`src/design/ssr_regs.vh`:
```
/*
  constants for the status byte and service request block: bit positions,
  reset values and the width of the hardware error queue.
  assumes a single instrument clock and one inclusion per compile unit.
*/
`ifndef SSR_REGS_VH
`define SSR_REGS_VH

`define SSR_BIT_SWEEP     0
`define SSR_BIT_HW_ERR    1
`define SSR_BIT_EXEC_ERR  2
`define SSR_BIT_LOCAL     3
`define SSR_BIT_READY     4
`define SSR_BIT_ERR_SUM   5
`define SSR_BIT_RQS       6
`define SSR_BIT_PARAM_CHG 7

`define SSR_MASK_RESET    8'h00
`define SSR_STATUS_RESET  8'h00
`define SSR_RQS_EXCLUDE   8'hbf
`define SSR_HW_CODE_W     8
`define SSR_HW_DEPTH_LOG2 3

`endif

```
`src/design/ssr_err_mem.v`:
```
/*
  small memory for the hardware error queue; read data comes out of a
  register one clock after the read address is presented.
  assumes the caller never writes and reads an overflowed slot.
*/
module ssr_err_mem #(
  parameter DW = 8,                  // entry width
  parameter AW = 3                   // address width
) (
  input  wire          clk,          // instrument clock
  input  wire          we,           // write strobe
  input  wire [AW-1:0] waddr,        // write address
  input  wire [DW-1:0] wdata,        // write data
  input  wire [AW-1:0] raddr,        // read address
  output reg  [DW-1:0] rdata         // registered read data
);
  reg [DW-1:0] mem [0:(1<<AW)-1];    // storage array

  // write port and registered read port
  always @(posedge clk) begin
    if (we) begin
      mem[waddr] <= wdata;
    end
    rdata <= mem[raddr];
  end
endmodule

```
`src/design/ssr_status.v`:
```
/*
  status byte and service request logic of the remote interface: eight
  status bits, request mask, serial poll answer with held snapshot, error
  queue readout on talk, interface clear and the remote annunciators.
  assumes the bus protocol engine outside decodes commands into one-cycle
  strobes and that all inputs are synchronous to CLOCK.
*/
`include "ssr_regs.vh"

module ssr_status #(
  parameter QAW = `SSR_HW_DEPTH_LOG2   // log2 of error queue depth
) (
  // clock and reset
  input  wire       CLOCK,
  input  wire       SYS_RST,
  // instrument events, one-cycle pulses, except the levels HW_ERR_ACTIVE and READY_IN
  input  wire       SWEEP_DONE,        // single sweep finished
  input  wire       SWEEP_RESTART,     // auto, manual, new single or sweep off
  input  wire       LOOP_UNLOCK,       // synthesizer out of lock
  input  wire       RPP_TRIP,          // reverse power tripped
  input  wire       FW_FAULT,          // firmware malfunction
  input  wire [7:0] HW_ERR_CODE,       // code pushed with a hardware error
  input  wire       HW_ERR_ACTIVE,     // some hardware error still unresolved
  input  wire       EXEC_ERR,          // syntax or execution error
  input  wire       PARAM_CHANGED,     // setting altered automatically
  input  wire       READY_IN,          // processor part of setting done
  // decoded commands, one-cycle pulses
  input  wire       READ_HARDWARE_ERROR_CMD,
  input  wire       READ_EXEC_ERROR_CMD,
  input  wire       READ_PARAMETER_CHANGED_CMD,
  input  wire       CLEAR_STATUS_CMD,
  input  wire       INSTRUMENT_PRESET_CMD,
  input  wire       DEVICE_CLEAR,      // device or selected device clear
  input  wire       MASK_WRITE,        // request mask write strobe
  input  wire [7:0] MASK_DATA,         // new request mask
  input  wire       GROUP_TRIGGER,     // group execute trigger, ignored
  input  wire       DOUBLE_SHIFT_DISPLAY_CMD,
  input  wire       SHIFT_KEY,         // front-panel shift key pulse
  // bus addressing state
  input  wire       REMOTE_IN,         // remote state from bus engine
  input  wire       LISTEN_ADDR,       // addressed to listen pulse
  input  wire       TALK_ADDR,         // addressed to talk pulse
  input  wire       UNADDRESS,         // untalk, unlisten or other talker
  input  wire       IFC,               // interface clear
  input  wire       SERIAL_POLL,       // serial poll read of status byte
  // outputs
  output reg  [7:0] STATUS_BYTE,       // byte answered on serial poll
  output reg        SRQ,               // service request line assert
  output reg        HW_ERR_VALID,      // queue entry presented on talk
  output reg  [7:0] HW_ERR_OUT,        // queue entry
  output reg        PP_RESPONSE,       // parallel poll drive, always low
  output reg        RESTORE_DISPLAY,   // show last settings pulse
  output reg        REMOTE_ANNUNCIATOR,
  output reg        LISTENER_ANNUNCIATOR,
  output reg        TALKER_ANNUNCIATOR,
  output reg        SERVICE_REQUEST_ANNUNCIATOR
);
  localparam QD = 1 << QAW;            // queue depth

  // status bit registers and next values
  reg        sweep_q, sweep_d;         // bit 0
  reg        hw_q, hw_d;               // bit 1
  reg        exec_q, exec_d;           // bit 2
  reg        chg_q, chg_d;             // bit 7
  reg  [7:0] mask_q;                   // request mask
  reg  [7:0] held_q;                   // snapshot held while request stands
  reg        held_v_q;                 // snapshot valid
  reg        listen_q;                 // listener state
  reg        talk_q;                   // talker state
  reg        oh_arm_q;                 // error readout armed
  reg        shift_q;                  // first shift seen in local
  reg        rd_pend_q;                // memory read in flight
  reg  [QAW-1:0] wr_ptr_q;             // queue write pointer
  reg  [QAW-1:0] rd_ptr_q;             // queue read pointer
  reg  [QAW:0]   cnt_q;                // queue occupancy
  wire [7:0] mem_rdata;                // registered queue data

  // combined status and request
  wire       clr_all  = CLEAR_STATUS_CMD | INSTRUMENT_PRESET_CMD | DEVICE_CLEAR;
  wire       hw_event = LOOP_UNLOCK | RPP_TRIP | FW_FAULT;
  wire [7:0] live;                     // live status without bit 6
  wire       rqs_live;                 // masked request term
  wire       push     = hw_event & (cnt_q != QD[QAW:0]);
  wire       pop      = TALK_ADDR & oh_arm_q & (cnt_q != {(QAW+1){1'b0}});

  assign live = {chg_q, 1'b0, hw_q | exec_q, READY_IN, ~REMOTE_IN,
                 exec_q, hw_q, sweep_q};
  assign rqs_live = |(live & mask_q & `SSR_RQS_EXCLUDE);

  // next values of the sticky bits; set is applied last so it wins
  always @* begin
    sweep_d = sweep_q;
    hw_d    = hw_q;
    exec_d  = exec_q;
    chg_d   = chg_q;
    if (SWEEP_RESTART | clr_all) begin
      sweep_d = 1'b0;
    end
    if (READ_HARDWARE_ERROR_CMD) begin
      hw_d = 1'b0;
    end else if (clr_all & ~HW_ERR_ACTIVE) begin
      hw_d = 1'b0;
    end
    if (READ_EXEC_ERROR_CMD | clr_all) begin
      exec_d = 1'b0;
    end
    if (READ_PARAMETER_CHANGED_CMD | clr_all) begin
      chg_d = 1'b0;
    end
    if (SWEEP_DONE) begin
      sweep_d = 1'b1;
    end
    if (hw_event) begin
      hw_d = 1'b1;
    end
    if (EXEC_ERR) begin
      exec_d = 1'b1;
    end
    if (PARAM_CHANGED) begin
      chg_d = 1'b1;
    end
  end

  // sticky bits and mask
  always @(posedge CLOCK) begin
    if (SYS_RST) begin
      sweep_q <= 1'b0;
      hw_q    <= 1'b0;
      exec_q  <= 1'b0;
      chg_q   <= 1'b0;
      mask_q  <= `SSR_MASK_RESET;
    end else begin
      sweep_q <= sweep_d;
      hw_q    <= hw_d;
      exec_q  <= exec_d;
      chg_q   <= chg_d;
      if (INSTRUMENT_PRESET_CMD) begin
        mask_q <= `SSR_MASK_RESET;
      end else if (MASK_WRITE) begin
        mask_q <= MASK_DATA;
      end
    end
  end

  // snapshot: freezes the byte when request first rises, refreshed by a
  // poll; a bit cleared while held still shows on the next poll
  always @(posedge CLOCK) begin
    if (SYS_RST) begin
      held_q   <= `SSR_STATUS_RESET;
      held_v_q <= 1'b0;
    end else if (SERIAL_POLL) begin
      // reading never clears a sticky bit; it refreshes the snapshot and drops bit 6 when no masked request is live
      held_q   <= live | 8'h40;
      held_v_q <= rqs_live;
    end else if (~held_v_q & rqs_live) begin
      held_q   <= live | 8'h40;
      held_v_q <= 1'b1;
    end
  end

  // status byte, request line and annunciators
  always @(posedge CLOCK) begin
    if (SYS_RST) begin
      STATUS_BYTE                 <= `SSR_STATUS_RESET;
      SRQ                         <= 1'b0;
      SERVICE_REQUEST_ANNUNCIATOR <= 1'b0;
      REMOTE_ANNUNCIATOR          <= 1'b0;
      PP_RESPONSE                 <= 1'b0;
    end else begin
      if (held_v_q) begin
        STATUS_BYTE <= held_q;
      end else begin
        STATUS_BYTE <= live | {1'b0, rqs_live, 6'h00};
      end
      SRQ                         <= held_v_q | rqs_live;
      SERVICE_REQUEST_ANNUNCIATOR <= held_v_q | rqs_live;
      REMOTE_ANNUNCIATOR          <= REMOTE_IN;
      PP_RESPONSE                 <= 1'b0;
    end
  end

  // talker and listener state; interface clear drops both at once
  always @(posedge CLOCK) begin
    if (SYS_RST) begin
      listen_q             <= 1'b0;
      talk_q               <= 1'b0;
      LISTENER_ANNUNCIATOR <= 1'b0;
      TALKER_ANNUNCIATOR   <= 1'b0;
    end else begin
      if (IFC | UNADDRESS) begin
        listen_q <= 1'b0;
        talk_q   <= 1'b0;
      end else if (LISTEN_ADDR) begin
        listen_q <= 1'b1;
        talk_q   <= 1'b0;
      end else if (TALK_ADDR) begin
        talk_q   <= 1'b1;
        listen_q <= 1'b0;
      end
      LISTENER_ANNUNCIATOR <= listen_q & ~IFC;
      TALKER_ANNUNCIATOR   <= talk_q & ~IFC;
    end
  end

  // hardware error queue pointers and readout, one entry per talk
  always @(posedge CLOCK) begin
    if (SYS_RST) begin
      wr_ptr_q     <= {QAW{1'b0}};
      rd_ptr_q     <= {QAW{1'b0}};
      cnt_q        <= {(QAW+1){1'b0}};
      oh_arm_q     <= 1'b0;
      rd_pend_q    <= 1'b0;
      HW_ERR_VALID <= 1'b0;
      HW_ERR_OUT   <= 8'h00;
    end else begin
      if (push) begin
        wr_ptr_q <= wr_ptr_q + 1'b1;
      end
      if (pop) begin
        rd_ptr_q <= rd_ptr_q + 1'b1;
      end
      if (push & ~pop) begin
        cnt_q <= cnt_q + 1'b1;
      end else if (pop & ~push) begin
        cnt_q <= cnt_q - 1'b1;
      end
      if (READ_HARDWARE_ERROR_CMD) begin
        oh_arm_q <= 1'b1;
      end else if (IFC | clr_all) begin
        oh_arm_q <= 1'b0;
      end
      rd_pend_q    <= pop;
      HW_ERR_VALID <= rd_pend_q;
      if (rd_pend_q) begin
        HW_ERR_OUT <= mem_rdata;
      end
    end
  end

  // display restore on second shift in local or remote code; the group
  // trigger is deliberately not looked at anywhere
  always @(posedge CLOCK) begin
    if (SYS_RST) begin
      shift_q         <= 1'b0;
      RESTORE_DISPLAY <= 1'b0;
    end else begin
      RESTORE_DISPLAY <= (REMOTE_IN & DOUBLE_SHIFT_DISPLAY_CMD) |
                         (~REMOTE_IN & SHIFT_KEY & shift_q);
      if (REMOTE_IN) begin
        shift_q <= 1'b0;
      end else if (SHIFT_KEY) begin
        shift_q <= ~shift_q;
      end
    end
  end

  // queue storage
  ssr_err_mem #(
    .DW (`SSR_HW_CODE_W),
    .AW (QAW)
  ) u_mem (
    .clk   (CLOCK),
    .we    (push),
    .waddr (wr_ptr_q),
    .wdata (HW_ERR_CODE),
    .raddr (rd_ptr_q),
    .rdata (mem_rdata)
  );
endmodule
```
`config.mk`:
```
export PLATFORM = sky130hd
export DESIGN_NAME = ssr_status
export DESIGN_NICKNAME = d
export VERILOG_FILES = /design/src/design/ssr_err_mem.v /design/src/design/ssr_status.v
export VERILOG_INCLUDE_DIRS = /design/src /design/src/design
export SDC_FILE = /design/constraint.sdc
export NUM_CORES = 1
export LEC_CHECK = 0
export ABC_AREA = 1
export BUFFER_PORTS_ARGS = -buffer_cell sky130_fd_sc_hd__clkbuf_2
export CAP_MARGIN = 20
export CORE_MARGIN = 2
export CORE_UTILIZATION = 61
export CTS_CLUSTER_SIZE = 24
export DETAILED_ROUTE_END_ITERATION = 10
export MAX_ROUTING_LAYER = met4
export PLACE_DENSITY = 0.87
export SYNTH_ARGS = -nofsm -noshare
export SYNTH_HDL_FRONTEND = slang
export SYNTH_SLANG_ARGS = --single-unit
```
`constraint.sdc`:
```
create_clock -name CLOCK -period 4.36 [get_ports CLOCK]
set_input_delay 0.654 -clock CLOCK [delete_from_list [all_inputs] [get_ports CLOCK]]
set_output_delay 0.654 -clock CLOCK [all_outputs]
set_load 0.02 [all_outputs]
```
==> results of run 1 <==
==> Yosys cell counts, drive strengths merged <==
| master | instances |
|---|---|
| nor2 | 109 |
| nand2 | 74 |
| o21ai | 71 |
| dfxtp | 65 |
| edfxtp | 64 |
| a21oi | 35 |
| inv | 35 |
| buf | 13 |
| nand3 | 12 |
| clkbuf | 8 |
| ha | 5 |
| xor2 | 4 |
| or2 | 3 |
| nor3 | 2 |
| a31oi | 1 |
| clkinv | 1 |
| conb | 1 |
| fa | 1 |
| o211ai | 1 |
| o31ai | 1 |
| o32ai | 1 |
| xnor2 | 1 |
==> layer usage <==
| metal | wire length (µm) | GRT usage, % |
|---|---|---|
| met4 | 163 | 10.51 |
| met5 | 0 | - |
| met1 | 4072 | 28.94 |
| met2 | 5217 | 43.21 |
| met3 | 746 | 7.544 |
==> path summary, 6_finish.rpt <==
check                        to  cells after the start  slack, ns   startpoint
max                    cnt_q[3]                     12       2.03     cnt_q[0]
min reg2reg  TALKER_ANNUNCIATOR                      2       0.43       talk_q
min                      talk_q                      2       0.32  LISTEN_ADDR
max reg2reg            cnt_q[3]                     12       2.03     cnt_q[0]
==> state kept, by name (all words and copies together), names as in the netlist, 3 cells and up <==
| signal | cells |
|---|---|
| HW_ERR_OUT | 8 |
| STATUS_BYTE | 8 |
| cnt_q | 4 |
| held_q | 8 |
| mask_q | 7 |
| rd_ptr_q | 3 |
| u_mem.mem | 64 |
| u_mem.rdata | 8 |
| wr_ptr_q | 3 |
==> cells in the final DEF (no fill, tap or decap), types with 2 or more instances in the layout <==
master	n
edfxtp_1	64
clkbuf_16	16
o21ai_1	17
inv_2	3
ha_1	5
nor2_2	2
inv_6	4
clkbuf_2	63
o21ai_0	54
bufinv_16	2
a21oi_1	35
inv_1	32
clkinv_4	2
dfxtp_1	65
nor2_1	106
xor2_1	4
nand3_1	11
clkinvlp_4	6
or2_1	3
nor3_1	2
nand2_1	74
==> per-stage QoR <==
stage | util (%) | setup WS [ns]
finish | 75.26 | 2.028
global route | 75.26 | 1.826
CTS | 75.26 | 2.056
detailed placement | 67.88 | 1.744
global placement | 67.88 | 1.864
floorplan | - | 2.141
==> critical path: cells and delay by family, from the launching register on <==
kind                     cells  cell delay, ns
AO/OA/AOI/OAI                3            0.59
adder cells (fa/ha/maj)      2            0.52
flip-flops                   1            0.43
AND/OR/NAND/NOR              5            0.42
buffers and inverters        2            0.24
==> where the power goes <==
| group | switching, mW | leakage [nW] | internal, mW |
|---|---|---|---|
| Combinational | 0.336 | 1.09 | 0.162 |
| Clock | 0.529 | 0.261 | 0.820 |
| Sequential | 0.0766 | 1.12 | 1.45 |
==> logic make-up (layout without fill, tap and decap cells) <==
family | count (synthesis) | count (layout) | synth area share (%)
buffers and inverters | 57 | 132 | 4.872
and+or+nand+nor | 200 | 200 | 16.16
DFF | 129 | 129 | 65.03
other | 1 | 1 | 0.07567
adders and majority gates | 6 | 6 | 1.666
AOI/OAI and AO/OA | 110 | 110 | 11.31
xor gates and xnor gates | 5 | 5 | 0.8836
==> final cells by class <==
cell class | count | area, µm² | area share [%]
clock buffer | 18 | 417.9 | 7.112
clock inverter | 14 | 157.7 | 2.683
inverter | 36 | 135.1 | 2.300
multi-input combinational | 322 | 1491 | 25.38
sequential | 129 | 3223 | 54.86
tap | 102 | 127.6 | 2.172
timing repair buffer | 64 | 322.8 | 5.494
==> impl_results.md, run 1 <==
- Crit-path most repeated cell: nand2_1
- Share of the synthesized area in the top cell type: 38.78%
- # diodes: 0
- Wire per inst: 14.89 µm
- Net Count, Synth: 557
- Yosys warns: 0
- Cells after Synth: 508
- Kind of critical path: reg2reg
- Worst EP required: 4.74 ns
- Crit. End Element: register
- Final Hold Slack: 0.3161 ns
- F_max: 428.9 MHz
- Slew @ Worst Pin: 1.083 ns
- Placed insts: 653
- CP max FO: 5
- Initial antenna violation count: 0
- Resized cells post-CTS: 0
- GRT Residual Overflow: 0
- CP max stage delay: 0.43 ns
- Core Footprint: 7807 µm²
- Dpl hpwl: 6.143 mm
- DR pass1 iterations: 5
- Die H: 94.14 µm
- Slew HR: 27.72%
- Final worst path period need: 2.332 ns
- Die X: 94.14 µm
- First-pass GRT wire length: 16.73 mm
- Syn avg cell area: 9.756 µm²
- Maximum VDD drop: 0.3909 mV
- Die area: 8861 µm²
- I/O pin cnt: 67
- Register area share after synthesis: 65.03%
- Slew Limit Fails: 0
- Worst-path clk slew: 0.06 ns
- Post-Layout Cell Count: 685
- Worst hold path class: in2reg
- Setup TNS: 0 ns
- Critical-path top delay cell: dfxtp_1
- Final ANT Viol Nets: 0
- CTS tree: done
- Leakage: 2.473 nW
- Skew final: 0.005326 ns
- Cts hold-fix bufs: 0
- Layout fillers: 503
- Crit path launch type: register
- # rows: 32
- Mapped Area: 4956 µm²
- Area grow syn2layout: 18.56%
- Yosys cell types: 31
- Initial drt markers: 381
- Clock Path Buffers: 2
- Total power: 3.375 mW
- Total CTS buffers: 17
- RSZ-0062 raised after global routing: no
- Cells along the critical path: nor2_1 > a31oi_1 > inv_2 > ha_1 > inv_1 > ha_1 > a21oi_1 > nand2_1 > nand2_1 > nand2_1 > nand2_1 > a21oi_1
- Vias in the first global route: 3,661
- Clk_lat worst skew: 0.52 ns
- Initial Util: 63.48%
- Share of post-route cells with drive strength above 1: 17.50%
- Clk sink count: 129
- Post-CTS setup buffer count: 0
- Port buffer count: 63
- Area leader, netlist: edfxtp_1
- GRT Total Usage: 25.74%
- Top cells by area, synth: edfxtp_1 (39%), dfxtp_1 (26%), nor2_1 (8.0%)
- DR vias/cell: 5.488
- Period utilisation layout: 53.48%
- Final Hold Vio Count: 0
- DRC: 0
- Routability Congestion: 0.8190
- Max cap viols: 0
- Yosys reg bits: 129
- Pwr/cell area: 574.3 nW/µm²
- Vias: 3,759
- Final setup fails: 0
- Crit path arrival time: 2.72 ns
- Maximum number of pins on one net before global-route repair: 37
- Nets: 619
- CTS H-Tree Depth: 4
- Routed wire length: 10.20 mm
- Placed Area: 5300 µm²
- Clock root buffer: clkbuf_8
- Status: finished, final reports clean
- Final instance area: 5876 µm²
(Power assumes the default switching activity.)
==> inputs of run 2 (changes only) <==
--- a/config.mk
+++ b/config.mk
@@ -10,11 +10,11 @@
 export BUFFER_PORTS_ARGS = -buffer_cell sky130_fd_sc_hd__clkbuf_2
 export CAP_MARGIN = 20
 export CORE_MARGIN = 2
-export CORE_UTILIZATION = 61
+export CORE_UTILIZATION = 51
 export CTS_CLUSTER_SIZE = 24
 export DETAILED_ROUTE_END_ITERATION = 10
 export MAX_ROUTING_LAYER = met4
-export PLACE_DENSITY = 0.87
+export PLACE_DENSITY = 0.78
 export SYNTH_ARGS = -nofsm -noshare
 export SYNTH_HDL_FRONTEND = slang
 export SYNTH_SLANG_ARGS = --single-unit
==> constraint.sdc (replaced) <==
create_clock -name CLOCK -period 2 [get_ports CLOCK]
set_input_delay 0.3 -clock CLOCK [delete_from_list [all_inputs] [get_ports CLOCK]]
set_output_delay 0.3 -clock CLOCK [all_outputs]
set_load 0.02 [all_outputs]
==> run 2 against run 1 <==
  * Register-to-register slack got worse by 1.9 ns
  * First-iteration DRC count decreased by 15%
  * Cell area increased by 2.5%
  * Hold slack got worse by 0.30 ns
  * Critical path depth decreased by 1
  * Sequential share of layout area decreased by 1.3 points
  * Clock skew increased by 0.0018 ns
  * Count of clock-buffer cells in the layout unchanged
  * Non-clock buffer count increased by 18
  * Sequential power increased by 120%
  * Die area increased by 19%
==> impl_results.md, run 2 (same netlist as run 1, synthesis figures left out) <==
- Status: finished, final reports clean (unchanged)
- Reg area: 3226 µm² (was 3223 µm²)
- Clock Path Buffers: 2 (unchanged)
- # rows: 35 (was 32)
- Power share of the combinational group: 17.1% (was 14.8%)
- Crit path launch type: register (unchanged)
- Final worst path period need: 1.898 ns (was 2.332 ns)
- Clock root buffer: clkbuf_8 (unchanged)
- Slew @ Worst Pin: 0.9039 ns (was 1.083 ns)
- Die X: 102.6 µm (was 94.14 µm)
- Initial drt markers: 325 (was 381)
- DR vias/cell: 5.079 (was 5.488)
- Clk pwr share: 37.3% (was 40.0%)
- Critical-path top delay cell: dfxtp_1 (unchanged)
- Total CTS buffers: 17 (unchanged)
- Slew Limit Fails: 0 (unchanged)
- Most frequent cells in the layout: nor2_1 (101), nand2_1 (74), edfxtp_1 (64), dfxtp_1 (63), clkbuf_2 (63) (was nor2_1 (106), nand2_1 (74), dfxtp_1 (65), edfxtp_1 (64), clkbuf_2 (63))
- Commonest non-fill, non-tap cell in the layout: nor2_1 (unchanged)
- Share of post-route cells with drive strength above 1: 20.97% (was 17.50%)
- First-pass GRT wire length: 16.27 mm (was 16.73 mm)
- Switch share: 29.05% (was 27.90%)
- Die H: 102.6 µm (was 94.14 µm)
- Slew HR: 39.67% (was 27.72%)
- I/O pin cnt: 67 (unchanged)
- Final Hold Vio Count: 0 (unchanged)
- CP bufs+invs: 3 (was 2)
- Worst-path clk slew: 0.06 ns (about the same)
- Period utilisation layout: 94.90% (was 53.48%)
- Wire per inst: 14.02 µm (was 14.89 µm)
- Max reg flops: 64 (unchanged)
- Core Footprint: 9328 µm² (was 7807 µm²)
- Nets: 637 (was 619)
- Multi-input logic area: 1514 µm² (was 1491 µm²)
- Final ANT Viol Nets: 0 (unchanged)
- Port buffer count: 63 (unchanged)
- Vias: 3,708 (was 3,759)
- Seq pwr share: 45.6% (was 45.3%)
- Final Util: 64.56% (was 75.26%)
- Placement Setup Slack: -0.05800 ns (was 1.744 ns)
- RSZ-0062 raised after global routing: yes (was no)
- Worst EP required: 2.44 ns (was 4.74 ns)
- # diodes: 0 (unchanged)
- Cells along the critical path: inv_1 > a31oi_2 > inv_2 > ha_1 > inv_1 > ha_1 > a21oi_2 > nand3_1 > nand2_1 > nand2_1 > a21oi_1 (was nor2_1 > a31oi_1 > inv_2 > ha_1 > inv_1 > ha_1 > a21oi_1 > nand2_1 > nand2_1 > nand2_1 > nand2_1 > a21oi_1)
- Setup ws final: 0.1020 ns (was 2.028 ns)
- GRT Residual Overflow: 0 (unchanged)
- Routed wire length: 10.23 mm (was 10.20 mm)
- Maximum number of pins on one net before global-route repair: 36 (was 37)
- Max cap viols: 0 (unchanged)
- Kind of critical path: reg2reg (unchanged)
- Dpl hpwl: 6.389 mm (was 6.143 mm)
- CP delay by family, top: compound AO/OA/AOI/OAI gates (unchanged)
- CP max stage delay: 0.34 ns (was 0.43 ns)
- Initial antenna violation count: 0 (unchanged)
- DR pass1 iterations: 5 (unchanged)
- Pwr/cell area: 1206 nW/µm² (was 574.3 nW/µm²)
- Crit. End Element: register (unchanged)
- Crit path arrival time: 2.34 ns (was 2.72 ns)
- Die area: 10,520 µm² (was 8861 µm²)
- DRC: 0 (unchanged)
- CTS tree: done (unchanged)
- F_max: 526.9 MHz (was 428.9 MHz)
- Clk_lat worst skew: 0.52 ns (about the same)
- Maximum VDD drop: 0.6786 mV (was 0.3909 mV)
- Initial Util: 53.13% (was 63.48%)
- GRT Total Usage: 21.23% (was 25.74%)
- Routability Congestion: 0.8250 (was 0.8190)
- CP max FO: 4 (was 5)
- Final setup fails: 0 (unchanged)
- Biggest register: u_mem.mem (unchanged)
- CTS H-Tree Depth: 4 (unchanged)
- Leakage: 2.566 nW (was 2.473 nW)
- Worst hold path class: in2reg (unchanged)
- Clk sink count: 129 (unchanged)
- Switch Pwr: 2.109 mW (was 941.5 µW)
- Area grow syn2layout: 21.51% (was 18.56%)
- Skew final: 0.007112 ns (was 0.005326 ns)
- Internal: 5.152 mW (was 2.433 mW)
- Vias in the first global route: 3,520 (was 3,661)
- Layout fillers: 737 (was 503)
-- run 2: repair_timing --
action                                  in CTS  in global routing
hold endpoints to repair                     3                  0
setup buffers                                0                  0
resized for setup                            0                 11
endpoints found under the setup margin       0                 35
hold buffers                                 3                  0
-- run 2: path summary, 6_finish.rpt --
path                            cells after the start  slack (ns)              endpoint    startpoint
worst max-delay path                               11        0.10              cnt_q[3]      cnt_q[2]
worst min-delay path                                3        0.01             mask_q[2]  MASK_DATA[2]
worst max register to register                     11        0.10              cnt_q[3]      cnt_q[2]
worst min register to register                      2        0.44  LISTENER_ANNUNCIATOR      listen_q
-- run 2: area by class of cell --
cell class	count	share of cell area, %
Clock inverter	14	1.704
Timing Repair Buffer	82	7.729
Sequential cell	129	53.56
Clock buffer	18	6.940
Tap cell	129	2.680
Inverter	36	2.244
Multi-Input combinational cell	322	25.14
-- run 2: worst register-to-register path, cell delays in order (launching register included) --
cell	delay [ns]
dfxtp_1	0.34
inv_1	0.08
a31oi_2	0.22
inv_2	0.08
ha_1	0.20
inv_1	0.10
ha_1	0.28
a21oi_2	0.16
nand3_1	0.09
nand2_1	0.09
nand2_1	0.05
a21oi_1	0.12
-- run 2: routing by layer --
layer / wire length, µm / share of wire, % / vias up / global-route usage, %
met1: 4353 / 43 / 1704 / 25.06
met2: 5103 / 50 / 134 / 34.99
met5: 0 / 0 / - / -
met4: 172 / 1.7 / 0 / 7.897
li1: - / - / 1853 / -
met3: 605 / 5.9 / 17 / 5.695
-- run 2: per-stage QoR --
stage               setup TNS, ns  hold WS [ns]  cell area [µm²]  std cells  total power, mW
floorplan                       0        0.3783             4956        508            4.110
global placement                0        0.4150             5446        695            4.460
detailed placement        -0.1130        0.4220             5446        695            4.537
CTS                             0      0.001603             5997        730            7.237
global route             -0.08380      0.002190             6022        730            7.601
finish                          0       0.01180             6022        730            7.262
-- run 2: power groups by stage --
stage	Combinational, mW	Clock, mW	Sequential [mW]
after global routing	1.40	2.86	3.34
after floorplan	0.749	0	3.36
after CTS	1.21	2.73	3.30
after global placement	1.12	0	3.34
final	1.24	2.71	3.31
after detailed placement	1.18	0	3.35
